===== src/logic/rtc_pkg.sv =====
package rtc_pkg;

    // ------------------------------------------------------------
    // register map (byte addresses, one word each)
    // ------------------------------------------------------------
    localparam logic [7:0] ALARM_CONTROL_ADDR = 8'h00;
    localparam logic [7:0] TIME_VALUE_ADDR    = 8'h04;
    localparam logic [7:0] DATE_VALUE_ADDR    = 8'h08;
    localparam logic [7:0] CLOCK_CONTROL_ADDR = 8'h0C;
    localparam logic [7:0] INT_STATUS_ADDR    = 8'h10;
    localparam logic [7:0] INT_MASK_ADDR      = 8'h14;

    // ------------------------------------------------------------
    // field positions
    // ------------------------------------------------------------
    localparam int ALARM_ENABLE_POS  = 15;
    localparam int ALARM_CHIME_POS   = 14;
    localparam int ALARM_PIV_POS     = 13;
    localparam int ALARM_MASK_POS    = 8;
    localparam int ALARM_COUNT_POS   = 0;
    localparam int HOURS_TENS_POS    = 28;
    localparam int HOURS_UNITS_POS   = 24;
    localparam int MINUTES_TENS_POS  = 20;
    localparam int MINUTES_UNITS_POS = 16;
    localparam int SECONDS_TENS_POS  = 12;
    localparam int SECONDS_UNITS_POS = 8;
    localparam int YEAR_TENS_POS     = 28;
    localparam int YEAR_UNITS_POS    = 24;
    localparam int MONTH_TENS_POS    = 20;
    localparam int MONTH_UNITS_POS   = 16;
    localparam int DAY_TENS_POS      = 12;
    localparam int DAY_UNITS_POS     = 8;
    localparam int WEEKDAY_POS       = 0;
    localparam int CTRL_ON_POS       = 15;
    localparam int CTRL_UNLOCK_POS   = 3;
    localparam int INT_ALARM_BIT     = 0;
    localparam int INT_SECOND_BIT    = 1;
    localparam int INT_DISABLE_BIT   = 2;
    localparam int INT_WIDTH         = 3;

    // ------------------------------------------------------------
    // reset values and counts
    // ------------------------------------------------------------
    localparam logic [7:0] REPEAT_MAX       = 8'hFF;
    localparam logic [7:0] REPEAT_ZERO      = 8'h00;
    localparam logic [3:0] BCD_ZERO         = 4'h0;
    localparam logic [3:0] BCD_ONE          = 4'h1;
    localparam int         CLOCK_KHZ        = 125000;
    localparam int         HALF_SECOND_MS   = 500;
    localparam int         HALF_SECOND_CYC  = HALF_SECOND_MS * CLOCK_KHZ;
    localparam int         READ_GUARD_CYC   = 32;
    localparam int         PRESCALE_W       = 26;

endpackage


===== src/logic/rtc_alarm_repeat_time_date.sv =====
`timescale 1ns/1ns
// Function
// - with chime off, the eight-bit repeat count gives count plus one alarm triggers, 256 for all ones.
// - every alarm event while enabled lowers a nonzero repeat count by one.
// - the count wraps from zero to all ones only with chime on, otherwise it stays at zero.
// - an alarm event at count zero with chime off clears the alarm enable bit.
// - the alarm control register is cleared by power-on reset only.
// - hours sit in bcd at bits 29-28 (tens) and 27-24 (units).
// - minutes sit in bcd at bits 22-20 (tens) and 19-16 (units).
// - seconds sit in bcd at bits 14-12 (tens) and 11-8 (units).
// - the low byte and bits 31-30, 23 and 15 of the time word read as zero.
// - time and date words accept writes only while the write unlock bit is set.
// - the year sits in bcd at bits 31-28 (tens) and 27-24 (units).
// - the month sits in bcd with tens at bit 20 and units at bits 19-16.
// - the day of month sits in bcd at bits 13-12 (tens) and 11-8 (units).
// - the weekday 0 to 6 sits at bits 2-0 and the other unused date bits read zero.
module rtc_alarm_repeat_time_date
    import rtc_pkg::*;
#(
    parameter int HALF_SECOND_CYCLES = HALF_SECOND_CYC
)
(
    // clock and power-on reset
    input  wire logic        pclk,
    input  wire logic        presetn,
    // other reset sources, synchronous, active low
    input  wire logic        sys_reset_n,
    // apb slave
    input  wire logic        psel,
    input  wire logic        penable,
    input  wire logic        pwrite,
    input  wire logic [7:0]  paddr,
    input  wire logic [31:0] pwdata,
    output logic      [31:0] prdata,
    output logic             pready,
    output logic             pslverr,
    // alarm match from the comparator, one-cycle pulse
    input  wire logic        alarm_event,
    // outputs
    output logic             alarm_pulse,
    output logic             irq
);
    // ------------------------------------------------------------
    // state
    // ------------------------------------------------------------
    logic                  alarm_enable;
    logic                  alarm_chime;
    logic                  alarm_piv;
    logic [3:0]            alarm_mask;
    logic [7:0]            alarm_repeat_count;
    logic                  clock_on;
    logic                  value_write_unlock;
    logic [PRESCALE_W-1:0] prescale;
    logic                  half_phase;
    logic [1:0]            hr_t;
    logic [3:0]            hr_u;
    logic [2:0]            mn_t;
    logic [3:0]            mn_u;
    logic [2:0]            sc_t;
    logic [3:0]            sc_u;
    logic [3:0]            yr_t;
    logic [3:0]            yr_u;
    logic                  mo_t;
    logic [3:0]            mo_u;
    logic [1:0]            dy_t;
    logic [3:0]            dy_u;
    logic [2:0]            wday;
    logic [INT_WIDTH-1:0]  int_status;
    logic [INT_WIDTH-1:0]  int_mask;

    // ------------------------------------------------------------
    // apb decode
    // ------------------------------------------------------------
    wire setup      = psel && !penable;
    wire commit     = psel && penable && pready;
    wire wr         = commit && pwrite;
    wire sel_alarm  = (paddr == ALARM_CONTROL_ADDR);
    wire sel_time   = (paddr == TIME_VALUE_ADDR);
    wire sel_date   = (paddr == DATE_VALUE_ADDR);
    wire sel_ctrl   = (paddr == CLOCK_CONTROL_ADDR);
    wire sel_stat   = (paddr == INT_STATUS_ADDR);
    wire sel_mask   = (paddr == INT_MASK_ADDR);
    wire mapped     = sel_alarm || sel_time || sel_date || sel_ctrl || sel_stat || sel_mask;
    wire wr_alarm   = wr && sel_alarm;
    wire wr_time    = wr && sel_time && value_write_unlock;
    wire wr_date    = wr && sel_date && value_write_unlock;
    wire wr_ctrl    = wr && sel_ctrl;
    wire wr_stat    = wr && sel_stat;
    wire wr_mask    = wr && sel_mask;

    // ------------------------------------------------------------
    // half-second prescaler
    // ------------------------------------------------------------
    localparam logic [PRESCALE_W-1:0] PRESCALE_LAST  = PRESCALE_W'(HALF_SECOND_CYCLES - 1);
    localparam logic [PRESCALE_W-1:0] PRESCALE_GUARD =
        PRESCALE_W'(HALF_SECOND_CYCLES - READ_GUARD_CYC);

    wire half_tick   = clock_on && (prescale == PRESCALE_LAST);
    wire second_tick = half_tick && half_phase;
    // a read inside the last 32 cycles may straddle the rollover
    wire alarm_read_unsafe = clock_on && (prescale >= PRESCALE_GUARD);
    always_ff @(posedge pclk or negedge presetn) begin
        if (!presetn) begin
            prescale   <= '0;
            half_phase <= 1'h0;
        end else if (wr_time || half_tick) begin
            // a write of the time word restarts the second
            prescale   <= '0;
            half_phase <= wr_time ? 1'h0 : !half_phase;
        end else if (clock_on) begin
            prescale   <= prescale + PRESCALE_W'(1);
        end
    end

    // ------------------------------------------------------------
    // alarm repeat
    // ------------------------------------------------------------
    wire fire        = alarm_event && alarm_enable;
    wire count_zero  = (alarm_repeat_count == REPEAT_ZERO);
    wire auto_off    = fire && count_zero && !alarm_chime;
    // zero wraps to max only with chime, else it holds at zero
    wire [7:0] next_count = !count_zero ? alarm_repeat_count - 8'h01
                          : (alarm_chime ? REPEAT_MAX : REPEAT_ZERO);
    wire [7:0] wr_count  = pwdata[ALARM_COUNT_POS +: 8];
    // power-on reset only: sys_reset_n is deliberately not used here
    always_ff @(posedge pclk or negedge presetn) begin
        if (!presetn) begin
            alarm_enable       <= 1'h0;
            alarm_chime        <= 1'h0;
            alarm_piv          <= 1'h0;
            alarm_mask         <= 4'h0;
            alarm_repeat_count <= REPEAT_ZERO;
        end else begin
            if (wr_alarm) begin
                alarm_chime <= pwdata[ALARM_CHIME_POS];
                alarm_mask  <= pwdata[ALARM_MASK_POS +: 4];
                if (!alarm_enable) begin
                    alarm_piv <= pwdata[ALARM_PIV_POS];
                end
            end
            // for the repeat count and enable bit, a hardware event wins over a bus write in the same cycle
            if (fire) begin
                alarm_repeat_count <= next_count;
                alarm_enable       <= !auto_off;
            end else if (wr_alarm) begin
                alarm_repeat_count <= wr_count;
                alarm_enable       <= pwdata[ALARM_ENABLE_POS];
            end
        end
    end

    always_ff @(posedge pclk or negedge presetn) begin
        if (!presetn) begin
            alarm_pulse <= 1'h0;
        end else begin
            alarm_pulse <= alarm_enable ? (alarm_pulse ^ fire) : alarm_piv;
        end
    end

    // ------------------------------------------------------------
    // clock control
    // ------------------------------------------------------------
    always_ff @(posedge pclk or negedge presetn) begin
        if (!presetn) begin
            clock_on           <= 1'h0;
            value_write_unlock <= 1'h0;
        end else if (wr_ctrl) begin
            value_write_unlock <= pwdata[CTRL_UNLOCK_POS];
            if (value_write_unlock) begin
                clock_on <= pwdata[CTRL_ON_POS];
            end
        end
    end

    // ------------------------------------------------------------
    // time and date counters
    // ------------------------------------------------------------
    logic [1:0] n_hr_t;
    logic [3:0] n_hr_u;
    logic [2:0] n_mn_t;
    logic [3:0] n_mn_u;
    logic [2:0] n_sc_t;
    logic [3:0] n_sc_u;
    logic [3:0] n_yr_t;
    logic [3:0] n_yr_u;
    logic       n_mo_t;
    logic [3:0] n_mo_u;
    logic [1:0] n_dy_t;
    logic [3:0] n_dy_u;
    logic [2:0] n_wday;
    logic       day_carry;
    calendar_step u_step (
        .hr_t      (hr_t),
        .hr_u      (hr_u),
        .mn_t      (mn_t),
        .mn_u      (mn_u),
        .sc_t      (sc_t),
        .sc_u      (sc_u),
        .yr_t      (yr_t),
        .yr_u      (yr_u),
        .mo_t      (mo_t),
        .mo_u      (mo_u),
        .dy_t      (dy_t),
        .dy_u      (dy_u),
        .wday      (wday),
        .next_hr_t (n_hr_t),
        .next_hr_u (n_hr_u),
        .next_mn_t (n_mn_t),
        .next_mn_u (n_mn_u),
        .next_sc_t (n_sc_t),
        .next_sc_u (n_sc_u),
        .next_yr_t (n_yr_t),
        .next_yr_u (n_yr_u),
        .next_mo_t (n_mo_t),
        .next_mo_u (n_mo_u),
        .next_dy_t (n_dy_t),
        .next_dy_u (n_dy_u),
        .next_wday (n_wday),
        .day_carry (day_carry)
    );

    // a time write suppresses the date step that the old time would have caused
    wire date_step = second_tick && day_carry && !wr_time;
    always_ff @(posedge pclk or negedge presetn) begin
        if (!presetn) begin
            {hr_t, hr_u, mn_t, mn_u, sc_t, sc_u} <= '0;
        end else if (wr_time) begin
            hr_t <= pwdata[HOURS_TENS_POS +: 2];
            hr_u <= pwdata[HOURS_UNITS_POS +: 4];
            mn_t <= pwdata[MINUTES_TENS_POS +: 3];
            mn_u <= pwdata[MINUTES_UNITS_POS +: 4];
            sc_t <= pwdata[SECONDS_TENS_POS +: 3];
            sc_u <= pwdata[SECONDS_UNITS_POS +: 4];
        end else if (second_tick) begin
            {hr_t, hr_u, mn_t, mn_u, sc_t, sc_u} <=
                {n_hr_t, n_hr_u, n_mn_t, n_mn_u, n_sc_t, n_sc_u};
        end
    end

    always_ff @(posedge pclk or negedge presetn) begin
        if (!presetn) begin
            {yr_t, yr_u, mo_t, mo_u, dy_t, dy_u, wday} <=
                {8'h00, 1'h0, BCD_ONE, 2'h0, BCD_ONE, 3'h0};
        end else if (wr_date) begin
            yr_t <= pwdata[YEAR_TENS_POS +: 4];
            yr_u <= pwdata[YEAR_UNITS_POS +: 4];
            mo_t <= pwdata[MONTH_TENS_POS];
            mo_u <= pwdata[MONTH_UNITS_POS +: 4];
            dy_t <= pwdata[DAY_TENS_POS +: 2];
            dy_u <= pwdata[DAY_UNITS_POS +: 4];
            wday <= pwdata[WEEKDAY_POS +: 3];
        end else if (date_step) begin
            {yr_t, yr_u, mo_t, mo_u, dy_t, dy_u, wday} <=
                {n_yr_t, n_yr_u, n_mo_t, n_mo_u, n_dy_t, n_dy_u, n_wday};
        end
    end

    // ------------------------------------------------------------
    // interrupts
    // ------------------------------------------------------------
    wire [INT_WIDTH-1:0] int_set = {auto_off, second_tick, fire};
    wire [INT_WIDTH-1:0] int_clr = wr_stat ? pwdata[INT_WIDTH-1:0] : '0;

    always_ff @(posedge pclk or negedge presetn) begin
        if (!presetn) begin
            int_status <= '0;
            int_mask   <= '0;
            irq        <= 1'h0;
        end else if (!sys_reset_n) begin
            int_status <= '0;
            int_mask   <= '0;
            irq        <= 1'h0;
        end else begin
            // set wins over a clear in the same cycle
            int_status <= (int_status & ~int_clr) | int_set;
            if (wr_mask) begin
                int_mask <= pwdata[INT_WIDTH-1:0];
            end
            irq <= |(int_status & int_mask);
        end
    end

    // ------------------------------------------------------------
    // read data
    // ------------------------------------------------------------
    wire [31:0] alarm_word = {16'h0000, alarm_enable, alarm_chime, alarm_piv, alarm_read_unsafe,
                              alarm_mask, alarm_repeat_count};
    wire [31:0] time_word  = {2'h0, hr_t, hr_u, 1'h0, mn_t, mn_u, 1'h0, sc_t, sc_u,
                              8'h00};
    wire [31:0] date_word  = {yr_t, yr_u, 3'h0, mo_t, mo_u, 2'h0, dy_t, dy_u, 5'h00,
                              wday};
    wire [31:0] ctrl_word  = {16'h0000, clock_on, 8'h00, clock_on, 2'h0, value_write_unlock,
                              alarm_read_unsafe, half_phase, 1'h0};
    wire [31:0] rd_mux     = sel_alarm ? alarm_word
                           : sel_time  ? time_word
                           : sel_date  ? date_word
                           : sel_ctrl  ? ctrl_word
                           : sel_stat  ? {29'h0, int_status}
                           : sel_mask  ? {29'h0, int_mask}
                           : 32'h00000000;

    always_ff @(posedge pclk or negedge presetn) begin
        if (!presetn) begin
            pready  <= 1'h0;
            pslverr <= 1'h0;
            prdata  <= 32'h00000000;
        end else begin
            pready  <= setup;
            pslverr <= setup && !mapped;
            if (setup) begin
                prdata <= pwrite ? 32'h00000000 : rd_mux;
            end
        end
    end
endmodule // rtc_alarm_repeat_time_date


===== src/logic/calendar_step.sv =====
`timescale 1ns/1ns
// next value of every time and date digit, one second later
module calendar_step
    import rtc_pkg::*;
(
    // current digits
    input  wire logic [1:0] hr_t,
    input  wire logic [3:0] hr_u,
    input  wire logic [2:0] mn_t,
    input  wire logic [3:0] mn_u,
    input  wire logic [2:0] sc_t,
    input  wire logic [3:0] sc_u,
    input  wire logic [3:0] yr_t,
    input  wire logic [3:0] yr_u,
    input  wire logic       mo_t,
    input  wire logic [3:0] mo_u,
    input  wire logic [1:0] dy_t,
    input  wire logic [3:0] dy_u,
    input  wire logic [2:0] wday,
    // next digits
    output logic      [1:0] next_hr_t,
    output logic      [3:0] next_hr_u,
    output logic      [2:0] next_mn_t,
    output logic      [3:0] next_mn_u,
    output logic      [2:0] next_sc_t,
    output logic      [3:0] next_sc_u,
    output logic      [3:0] next_yr_t,
    output logic      [3:0] next_yr_u,
    output logic            next_mo_t,
    output logic      [3:0] next_mo_u,
    output logic      [1:0] next_dy_t,
    output logic      [3:0] next_dy_u,
    output logic      [2:0] next_wday,
    output logic            day_carry
);
    wire sc_u9   = (sc_u == 4'h9);
    wire mn_c    = sc_u9 && (sc_t == 3'h5);
    wire hr_c    = mn_c && (mn_u == 4'h9) && (mn_t == 3'h5);
    wire hr_last = (hr_t == 2'h2) && (hr_u == 4'h3);
    wire dy_c    = hr_c && hr_last;
    // leap year every fourth year of the two-digit century
    wire leap    = yr_t[0] ? ((yr_u == 4'h2) || (yr_u == 4'h6))
                           : ((yr_u == 4'h0) || (yr_u == 4'h4) || (yr_u == 4'h8));
    wire [4:0] mo_bcd = {mo_t, mo_u};
    wire is_feb  = (mo_bcd == 5'h02);
    wire is_30   = (mo_bcd == 5'h04) || (mo_bcd == 5'h06) || (mo_bcd == 5'h09)
                || (mo_bcd == 5'h11);
    wire [5:0] last_day = is_feb ? (leap ? 6'h29 : 6'h28) : (is_30 ? 6'h30 : 6'h31);
    wire dy_last = ({dy_t, dy_u} == last_day);
    wire mo_c    = dy_c && dy_last;
    wire mo_last = (mo_bcd == 5'h12);
    wire yr_c    = mo_c && mo_last;

    assign day_carry = dy_c;
    assign next_sc_u = sc_u9 ? BCD_ZERO : sc_u + 4'h1;
    assign next_sc_t = sc_u9 ? (mn_c ? 3'h0 : sc_t + 3'h1) : sc_t;
    assign next_mn_u = !mn_c ? mn_u : ((mn_u == 4'h9) ? BCD_ZERO : mn_u + 4'h1);
    assign next_mn_t = !(mn_c && (mn_u == 4'h9)) ? mn_t : (hr_c ? 3'h0 : mn_t + 3'h1);
    assign next_hr_u = !hr_c ? hr_u : ((hr_last || hr_u == 4'h9) ? BCD_ZERO : hr_u + 4'h1);
    assign next_hr_t = !hr_c ? hr_t : (hr_last ? 2'h0 : ((hr_u == 4'h9) ? hr_t + 2'h1 : hr_t));
    assign next_wday = !dy_c ? wday : ((wday == 3'h6) ? 3'h0 : wday + 3'h1);
    assign next_dy_u = !dy_c ? dy_u : (dy_last ? BCD_ONE
                                     : ((dy_u == 4'h9) ? BCD_ZERO : dy_u + 4'h1));
    assign next_dy_t = !dy_c ? dy_t : (dy_last ? 2'h0
                                     : ((dy_u == 4'h9) ? dy_t + 2'h1 : dy_t));
    assign next_mo_u = !mo_c ? mo_u : (mo_last ? BCD_ONE
                                     : ((mo_u == 4'h9) ? BCD_ZERO : mo_u + 4'h1));
    assign next_mo_t = !mo_c ? mo_t : (mo_last ? 1'h0 : ((mo_u == 4'h9) ? 1'h1 : mo_t));
    assign next_yr_u = !yr_c ? yr_u : ((yr_u == 4'h9) ? BCD_ZERO : yr_u + 4'h1);
    assign next_yr_t = !(yr_c && yr_u == 4'h9) ? yr_t
                     : ((yr_t == 4'h9) ? BCD_ZERO : yr_t + 4'h1);
endmodule // calendar_step


===== config.mk =====
export PLATFORM = sky130hd
export DESIGN_NAME = rtc_alarm_repeat_time_date
export DESIGN_NICKNAME = d
export VERILOG_FILES = /design/src/logic/rtc_pkg.sv /design/src/logic/rtc_alarm_repeat_time_date.sv /design/src/logic/calendar_step.sv
export SDC_FILE = /design/constraint.sdc
export NUM_CORES = 1
export LEC_CHECK = 0
export ABC_AREA = 1
export BUFFER_PORTS_ARGS = -buffer_cell sky130_fd_sc_hd__buf_2
export CAP_MARGIN = 20
export CORE_ASPECT_RATIO = 1.1
export CORE_UTILIZATION = 30
export CTS_BUF_LIST = sky130_fd_sc_hd__clkbuf_16
export CTS_CLUSTER_SIZE = 24
export DETAILED_ROUTE_END_ITERATION = 8
export PLACE_DENSITY = 0.52
export RECOVER_POWER = 50
export SETUP_SLACK_MARGIN = 0.05
export SYNTH_ARGS = -nofsm -noshare
export SYNTH_HDL_FRONTEND = slang
export SYNTH_SLANG_ARGS = --single-unit

===== constraint.sdc =====
create_clock -name pclk -period 2.45 [get_ports pclk]
set_clock_uncertainty 0.05 [all_clocks]
set_input_delay 0.1225 -clock pclk [delete_from_list [all_inputs] [get_ports pclk]]
set_output_delay 0.1225 -clock pclk [all_outputs]
set_load 0.02 [all_outputs]

After elaboration in Yosys (flattened, before gate mapping). Cells that the tools add are included.

Register bits: 128. Word-level logic and storage cells: 242.

Add/subtract/negate cells: 14. $lt $le $gt $ge: 1. Eq/ne operators: 30. Multiplexer cells: 82. Bitwise gates (word level): 6. Reductions and logical operators: 80.

Operators by type and width (number): $mux 32 (4); $mux 4 (29); $mux 3 (18); $mux 26 (2); $eq 4x4->1 const B (8); $mux 8 (4); $logic_and 1x1->1 (29); $add 4x1->4 const B (7); $add 26x1->26 const B (1); $eq 26x26->1 const B (1); $ge 26x26->1 const B (1); $reduce_bool 2->1 (12); $mux 2 (10); $reduce_and 2->1 (10); $eq 8x4->1 const B (2); $eq 8x5->1 const B (2); $logic_not 8->1 (2); $mux 16 (1); $logic_or 1x1->1 (13); $mux 1 (13); $eq 5x3->1 const B (2); $eq 5x5->1 const B (2); $add 3x1->3 const B (3); $eq 3x3->1 const B (3); 21 further kinds (34).

Logic depth before layout (Yosys ltp). Gate-level depths: netlist of run 1.

Word-level depth: 13. Mapped depth: 13.

Modules after synthesis. Synthesis of run 1 repeated with hierarchy kept, for this count alone.

Cells, all modules: 1342. Area total of the unflattened synthesis: 8822.2 µm².

By module, submodules not included: rtc_alarm_repeat_time_date (instances 1, cells each 1076, area each 7425.9 µm²); calendar_step (instances 1, cells each 266, area each 1396.3 µm²).

Worst setup path before layout of run 1. OpenSTA, ideal clock, no wires.

Path kind: register -> register. Start point: reg prescale[0]. End point: reg yr_t[0]. Setup time: 0.118 ns. Arrival: 1.687 ns. Data required time: 2.282 ns. Setup slack: 0.595 ns. Cell stages (with the launch flop): 13. Path buffers: 0. Clock period less this slack: 1.855 ns. Path through: dfrtp_1 > ha_1 > nand2_1 > nor2_4 > nand2_2 > nor2_2 > nand3_2 > nor2_4 > nand3_4 > nand2_8 > nand4_4 > nor2_1 > nor2_1.

Cells in the longest elaborated chain, start to end: 7.

Ends and longest elaborated chain: from (decl) (line rtc_alarm_repeat_time_date.sv:53) `logic [PRESCALE_W-1:0] prescale;`; from (signal assigned) (line rtc_alarm_repeat_time_date.sv:111) `prescale <= prescale + PRESCALE_W'(1);`; $eq 26x26->1 (line rtc_alarm_repeat_time_date.sv:98) `wire half_tick = clock_on && (prescale == PRESCALE_LAST);`; $logic_and 1x1->1 (line rtc_alarm_repeat_time_date.sv:98); $logic_and 1x1->1 (line rtc_alarm_repeat_time_date.sv:99) `wire second_tick = half_tick && half_phase;`; $logic_and 1x1->1 (2 in series) (line rtc_alarm_repeat_time_date.sv:223) `wire date_step = second_tick && day_carry && !wr_time;`; $reduce_bool 2->1 (no line); $reduce_and 2->1 (no line); to (signal assigned) (line rtc_alarm_repeat_time_date.sv:242) `{yr_t, yr_u, mo_t, mo_u, dy_t, dy_u, wday} <=`; to (signal assigned) (line rtc_alarm_repeat_time_date.sv:245) `yr_t <= pwdata[YEAR_TENS_POS +: 4];`; to (signal assigned) (line rtc_alarm_repeat_time_date.sv:253) `{yr_t, yr_u, mo_t, mo_u, dy_t, dy_u, wday} <=`; to (decl) (line rtc_alarm_repeat_time_date.sv:61) `logic [3:0] yr_t;`.

Every way passes these cells. A chain may end at the register's enable or synchronous reset.

Final worst setup path of run 1.
Start point: reg prescale[1]. End point: reg sc_t[1].

Cells in the longest elaborated chain, start to end: 5.

Ends and longest elaborated chain: $eq 26x26->1 (line rtc_alarm_repeat_time_date.sv:98); $logic_and 1x1->1 (line rtc_alarm_repeat_time_date.sv:98); $logic_and 1x1->1 (line rtc_alarm_repeat_time_date.sv:99); $reduce_bool 2->1 (no line); $reduce_and 2->1 (no line); to (signal assigned) (line rtc_alarm_repeat_time_date.sv:232) `sc_t <= pwdata[SECONDS_TENS_POS +: 3];`; to (signal assigned) (line rtc_alarm_repeat_time_date.sv:235) `{hr_t, hr_u, mn_t, mn_u, sc_t, sc_u} <=`; to (decl) (line rtc_alarm_repeat_time_date.sv:59) `logic [2:0] sc_t;`.

Every way passes these cells.

==> impl_results.md, run 1 <==
* Cell variety after synth at 60
* Synth Area in XOR/XNOR at 0.0222
* DR iter-0 viols at 467
* Worst reg2reg setup slack at ~210 ps
* Most used DFF post-synth: dfrtp_1
* H-tree levels at 4
* Filler instances at 2610
* GRT met2 Usage at 0.305
* Die X at about 150 µm
* First-pass GRT wire length at 37.4 mm
* Tot Pwr at ~0.0053 W
* Worst Path Max Fanout at 7
* CTS Buf Count at 17
* ANT cells at 0
* WS Path Type: flop to flop
* Commonest non-fill, non-tap cells in the layout: nand2_1, inv_1, dfrtp_1
* Die ar. at 25600 µm²
* Largest family of logic cells by synthesized area: simple AND/OR/NAND/NOR gates
* Mapped Avg Cell Area at 7.63 µm²
* WP data arrival at 2480 ps
* Register area share after synthesis at 0.424
* Failing checks: design-rule violations
* Fin crit period at roughly 2200 ps
* Critical Path Start Type: flop
* Clk slew on worst S/H paths at 60 ps
* Pre-Repair DR Iteration Count at 9
* Multi-input combinational cell area at 3700 µm²
* GRT busiest layer: met2
* CP Capture Type: flop
* Synth Area in Adders at 0.0200
* Total core area at 24500 µm²
* FF/Latch Area at between 3000 and 4000 µm²
* Initial Util at 0.307
* Vias at ~7100
* Vias in the first global route at between 6000 and 7000
* Global routing met1 resource utilization at 0.251
* Final period utilization at 0.914
* Per-cell routed wire length at ~16 µm
* Endpoints failing setup at 0
* Mux share of post-synthesis cell area at 0.00133
* Unrepaired setup endpoints after global routing: false
* Leak at 4.37 nW
* Synth Area in Compound Gates at 0.179
* Share of layout cells above drive strength 1 at 0.158
* VDD IR max at 426 µV
* Post-synth EDFFs at 0
* Row cnt at 60
* Async set or reset register ratio after synthesis at 1.00
* Routed Antenna Nets at 0
* Largest net degree at the start of global routing at 52
* CP required at 2690 ps
* Sink Count at 127
* Die Y at 168 µm
* Pwr dens at about 580 nW/µm²
* Synthesized flop and latch total at between 100 and 150
* Clock tree buffer depth at 2
* DRC at 1
* Worst setup margin at 211 ps
* Slew margin rel. at 0.0635
* Worst reg2reg path depth at 12
* Buffers on Ports at 80
* Final TNS setup at 0 ps
* Reg2reg start: prescale[1]$_DFFE_PN0P_
* Dpl cell area at 8420 µm²
* Mapped Cells at approximately 980
* R2r endpoint: sc_t[1]$_DFFE_PN0P_
* Max_cap viols at 0
* Fin. max-slew vios at 0
* Slew of the pin with the lowest slew margin at 1400 ps
* Vias per inst at 4.95
* Worst-skew pair later-pin latency at between 400 and 500 ps
* Antenna violations before repair at 0
* Routed WL at 23.1 mm
* Most common cell after layout, fill and taps aside: nand2_1
* Gr ovfl total at 0
* Nets@finish at 1176
* Pre-CTS setup slack at 140 ps
* GRT Total Usage at 0.187
* M3 GR Usage at 0.0301
* Status: finished, violations left
* Number of I/O pins at between 80 and 90
* Placed cell count at about 1400
* GP Congestion at between 0.8 and 0.9
* Syn_nets at 1042
* Post-Syn Area at 7500 µm²
* Synth Area in Simple Gates at 0.270
* Area growth from synthesis to layout at 22.9%
* Design Area, Final at 9220 µm²
* Max Fclk at 0.447 GHz
* Post-DP HPWL at between 15 and 20 mm
* Setup crit end: sc_t[1]$_DFFE_PN0P_
* CTS tree: built
* Yosys warning total at 0
* Crit. Startpoint: prescale[1]$_DFFE_PN0P_
* Final Hold Viols at 0
* Non-Filler Instances at 1440
* Root buffer cell: clkbuf_16
* Worst hold path type: input port to flop
## synthesized netlist by cell type (all sizes together) (2+ instances only)
library cell | count | area, µm²
a211oi | 4 | 35.0
a21oi | 55 | 275
a221oi | 5 | 43.8
a22oi | 6 | 45.0
a31oi | 5 | 31.3
buf | 7 | 46.3
clkbuf | 11 | 41.3
clkinv | 2 | 7.51
dfrtp | 125 | 3130
dfstp | 2 | 52.6
ha | 12 | 150
inv | 140 | 533
nand2 | 225 | 918
nand3 | 68 | 380
nand3b | 2 | 15.0
nand4 | 16 | 121
nor2 | 89 | 379
nor3 | 21 | 131
nor4 | 6 | 50.0
o211ai | 10 | 75.1
o21ai | 113 | 573
o21bai | 2 | 15.0
o221ai | 6 | 52.6
o22ai | 14 | 87.6
o311ai | 2 | 17.5
o31ai | 3 | 27.5
or2 | 2 | 12.5
xnor2 | 5 | 43.8
xor2 | 14 | 123
## stage by stage
stage / hold slack [ps] / util
finish: 2.77 / 0.377
CTS: 3.70 / 0.378
global route: 10.8 / 0.377
detailed placement: 75.7 / 0.344
global placement: 65.1 / 0.344
floorplan: -223 / -
## layer usage
metal,up-vias,wire [µm]
met1,3386,10900
met5,-,0
met4,0,403
li1,3566,-
met2,150,11000
met3,32,865
## repair_timing
| item | in CTS | in global routing |
|---|---|---|
| hold buffers | 27 | 0 |
| setup buffers | 0 | 0 |
| gates resized for setup | 0 | 2 |
| endpoints found under the setup margin | 0 | 5 |
| hold endpoints to repair | 85 | 0 |
## worst max-delay path, cell delays in order (launching register included)
cell,delay (ps)
dfrtp_1,370
ha_1,190
nand2_1,100
nor2_4,150
nand2_2,90
nor2_2,120
nand3_2,120
nor2_4,190
inv_2,130
nand2_2,180
nand2_1,180
a21oi_1,160
a22oi_1,80
## area by class of cell
class / instances / share of cell area
clock inverters: 15 / 0.0142
multi-input cells: 696 / 0.401
repair buffers: 133 / 0.0925
clock buffers: 17 / 0.0461
flip-flops and latches: 127 / 0.345
inverters: 142 / 0.0586
well taps: 310 / 0.0421
## cell families (layout without fill, tap and decap cells)
group | count (synthesis) | after routing
adders and majority gates | 12 | 12
AOI/OAI and AO/OA | 232 | 232
xor gates and xnor gates | 19 | 19
DFF | 127 | 127
muxes | 1 | 1
and+or+nand+nor | 431 | 431
buffers and inverters | 160 | 307
other | 1 | 1
## sequential cells by signal, indices dropped and copies added (netlist names), 4 cells and up
register            count
alarm_mask              4
alarm_repeat_count      8
dy_u                    4
hr_u                    4
mn_u                    4
mo_u                    4
prdata                 31
prescale               26
sc_u                    4
yr_t                    4
yr_u                    4
## worst min path at each step
stage	start	endpoint	cells past startpoint
final	pwdata[26]	hr_u[2]$_DFFE_PN0P_	3
after global routing	pwdata[26]	hr_u[2]$_DFFE_PN0P_	3
after CTS	pwdata[26]	hr_u[2]$_DFFE_PN0P_	3
after detailed placement	presetn	alarm_repeat_count[2]$_DFFE_PN0P_	1
after global placement	presetn	alarm_repeat_count[2]$_DFFE_PN0P_	1
after floorplan	presetn	alarm_chime$_DFFE_PN0P_	0
## power by group
group          switching (W)  internal [W]  leakage [nW]
Clock               0.000968       0.00147         0.281
Combinational       0.000393      0.000215          2.43
Sequential         0.0000810       0.00219          1.66
Total                0.00144       0.00388          4.37
Note: power is estimated with default switching activity, not from simulation.
==> inputs of run 2 (changes only) <==
SYNTH_HIERARCHICAL = 1   (was default)
clock period = 2.76 ns   (was 2.45 ns; I/O delays follow)
==> run 2 against run 1 <==
  * The run still ends with design-rule violations left
  * Routed wire length is 17% higher
  * Fmax down 10%
  * Total power decreased by 6.4%
  * First-iteration DRC count up 13%
  * Sequential cell count did not move
  * Hold slack improved by 2.7 ps
  * Clock power decreased by 2%
  * Clock-buffer cell count is the same
  * Die area is 17% higher
  * Non-clock buffer count decreased by 3
  * Global-route usage grew 0.53 points
  * Setup slack better by 59 ps
  * Largest cell class unchanged
==> impl_results.md, run 2 <==
* Per-cell routed wire length at 14.9 µm (-7.5%)
* WS Path Type: flop to flop
* Vias at 8803 (+23%)
* Die X at 166 µm (+8.3%)
* Register area share after synthesis at 0.361 (-0.0634)
* Most used DFF post-synth: dfrtp_1
* Filler instances at 3195 (+22%)
* Clock tree buffer depth at 2 (unchanged)
* Pwr dens at 476 nW/µm² (-18%)
* Worst-skew pair later-pin latency at 420 ps (about the same)
* Synth top area cells: dfrtp_1, nand2_1, nand3_1, nor2_1, inv_1
* Number of I/O pins at 83 (unchanged)
* GRT Total Usage at 0.192 (+0.00534)
* Gr ovfl total at 0 (unchanged)
* Largest Register: prdata
* Slew margin rel. at 0.230 (+0.167)
* Pre-Repair DR Iteration Count at 7 (-2)
* Synthesized flop and latch total at 127 (unchanged)
* Mapped Avg Cell Area at 6.57 µm² (-14%)
* Fin. max-slew vios at 0 (unchanged)
* Max Fclk at 0.402 GHz (-10%)
* CP Capture Type: flop
* Commonest non-fill, non-tap cells in the layout: nand2_1, nand3_1, nor2_1
* Final TNS setup at 0 ps (unchanged)
* Post-Syn Area at 8820 µm² (+18%)
* Peak per-stage delay on the critical path at 420 ps (+50 ps)
* Final Hold Viols at 0 (unchanged)
* Die ar. at 30100 µm² (+17%)
* Endpoints failing setup at 0 (unchanged)
* Synth Area in Compound Gates at 0.0706 (-0.108)
* Buffers on Ports at 80 (unchanged)
* Mux share of post-synthesis cell area at 0 (-0.00133)
* Failing checks: design-rule violations
* ANT cells at 0 (unchanged)
* Syn_nets at 1402 (+35%)
* Most common cell in the netlist: nand2_1
* Synth top area share at 0.355 (-0.0623)
* First-pass GRT wire length at 45.2 mm (+21%)
* Max_cap viols at 0 (unchanged)
* Worst hold path type: input port to flop
* Status: finished, violations left
* Dpl cell area at 9630 µm² (+14%)
* Synth Area in Adders at 0.0184 (-0.00157)
* Largest regs: prdata x31, prescale x26, alarm_repeat_count x8
* Slew of the pin with the lowest slew margin at 1150 ps (-250 ps)
* Die Y at 182 µm (+8.3%)
* DR iter-0 viols at 530 (+13%)
* Final period utilization at 0.902 (-0.0117)
* Largest net degree at the start of global routing at 53 (+1.9%)
* Sink Count at 127 (unchanged)
* Final cell utilization of the core at 0.363 (-0.0135)
* Total core area at 28800 µm² (+18%)
* Cell variety after synth at 43 (-28%)
* Critical Path Start Type: flop
* CTS tree: built
* Worst reg2reg setup slack at 270 ps (+60 ps)
* WP data arrival at 2800 ps (+320 ps)
* GRT busiest layer: met2
* GRT met2 Usage at 0.326 (+0.0209)
* Routed Antenna Nets at 0 (unchanged)
* Mapped Cells at 1342 (+37%)
* Area growth from synthesis to layout at 18.6%
* CP required at 3070 ps (+380 ps)
* Tot Pwr at 0.00498 W (-6.4%)
* Fin crit period at 2490 ps (+251 ps)
* Max reg flops at 31 (unchanged)
* CTS Buf Count at 17 (unchanged)
* Row cnt at 65 (+8.3%)
* Antenna violations before repair at 0 (unchanged)
* Unrepaired setup endpoints after global routing: false
* M3 GR Usage at 0.0306 (+0.000492)
* Largest family of logic cells by synthesized area: simple AND/OR/NAND/NOR gates
* Most common cell after layout, fill and taps aside: nand2_1
* H-tree levels at 4 (unchanged)
* Async set or reset register ratio after synthesis at 1.00 (unchanged)
* Vias in the first global route at 8674 (+26%)
* DRC at 12 (+11)
* Initial Util at 0.306 (about the same)
* Worst Path Max Fanout at 13 (+6)
* CP max-delay cell: dfrtp_1
* Leak at 5.33 nW (+22%)
* Share of layout cells above drive strength 1 at 0.0958 (-0.0626)
* Clk slew on worst S/H paths at 60 ps (about the same)
* Root buffer cell: clkbuf_16
* GP Congestion at 0.932 (+3.9%)
* Synth Area in XOR/XNOR at 0.0288 (+0.00661)
* Global routing met1 resource utilization at 0.249 (-0.00169)
* Yosys warning total at 6 (+6)
* Synth Area in Simple Gates at 0.432 (+0.163)
* Post-DP HPWL at 20.0 mm (+17%)
* Post-synth EDFFs at 0 (unchanged)
* VDD IR max at 283 µV (-34%)
* Synth top cells by count: nand2_1, nand3_1, nor2_1, inv_1, dfrtp_1
* Nets@finish at 1509 (+28%)
* Routed WL at 27.2 mm (+17%)
* Crit-path cells: inv_1, ha_1, nand2_2, nor3_4, nand2_1, nor2_1, nand4_1, inv_1, inv_1, nor2_1, nand3_4, nand2_2, buf_4, nand2_1, nand2_1
* Vias per inst at 4.81 (-2.8%)
* Synth area leader: dfrtp_1
* Design Area, Final at 10500 µm² (+13%)
[run 2: routing by layer]
layer,part of all wire,wire [µm]
met1,0.46,12600
met2,0.48,13200
met3,0.037,1000
met4,0.015,417
met5,0,0
[run 2: logic make-up after synthesis]
family,after synthesis
AO/OA/AOI/OAI,117
XOR/XNOR,29
adder cells (fa/ha/maj),13
buffers and inverters,186
flip-flops,127
other,1
AND/OR/NAND/NOR,869
[run 2: cell type report]
type	instances	area, µm²	area share
Clock buffer	17	425	0.0407
Clock inverter	14	191	0.0183
Inverter	144	542	0.0518
Multi-Input combinational cell	1029	4860	0.465
Sequential cell	127	3180	0.304
Tap cell	368	460	0.0440
Timing Repair Buffer	130	801	0.0766
[run 2: where the power goes]
group	internal, W	leakage, nW	switching, W
sequential	0.00194	1.71	0.0000730
clock	0.00151	0.295	0.000883
combinational	0.000204	3.32	0.000368
total	0.00365	5.33	0.00132
[run 2: what timing repair did]
action,4_1_cts,5_1_grt
gates resized for setup,0,1
hold endpoints to repair,79,0
endpoints found under the setup margin,0,21
hold buffers,27,0
buffers inserted,0,1
[run 2: final timing paths]
kind                                   startpoint                endpoint  cells past startpoint
min in group asynchronous                 presetn   prdata[7]$_DFFE_PN0P_                      2
min reg2reg                prdata[13]$_DFFE_PN0P_  prdata[13]$_DFFE_PN0P_                      2
max in group asynchronous                 presetn  prdata[28]$_DFFE_PN0P_                      3
max reg2reg                   sc_t[1]$_DFFE_PN0P_     dy_t[1]$_DFFE_PN0P_                     15
max                           sc_t[1]$_DFFE_PN0P_     dy_t[1]$_DFFE_PN0P_                     15
min                                    pwdata[22]     mn_t[2]$_DFFE_PN0P_                      5
[run 2: critical path: cells and delay by family, from the launching register on]
family	cells	cell delay, ps
buffers and inverters	4	490
adders and majority gates	1	160
and+or+nand+nor	10	1310
DFF	1	420
[run 2: per-stage QoR]
stage	hold slack (ps)	setup WS [ps]	instances
after floorplan	-208	604	1342
after global placement	45.4	314	1770
after detailed placement	46.3	252	1770
after CTS	2.47	227	1828
after global routing	28.0	59.8	1829
final	5.50	270	1829
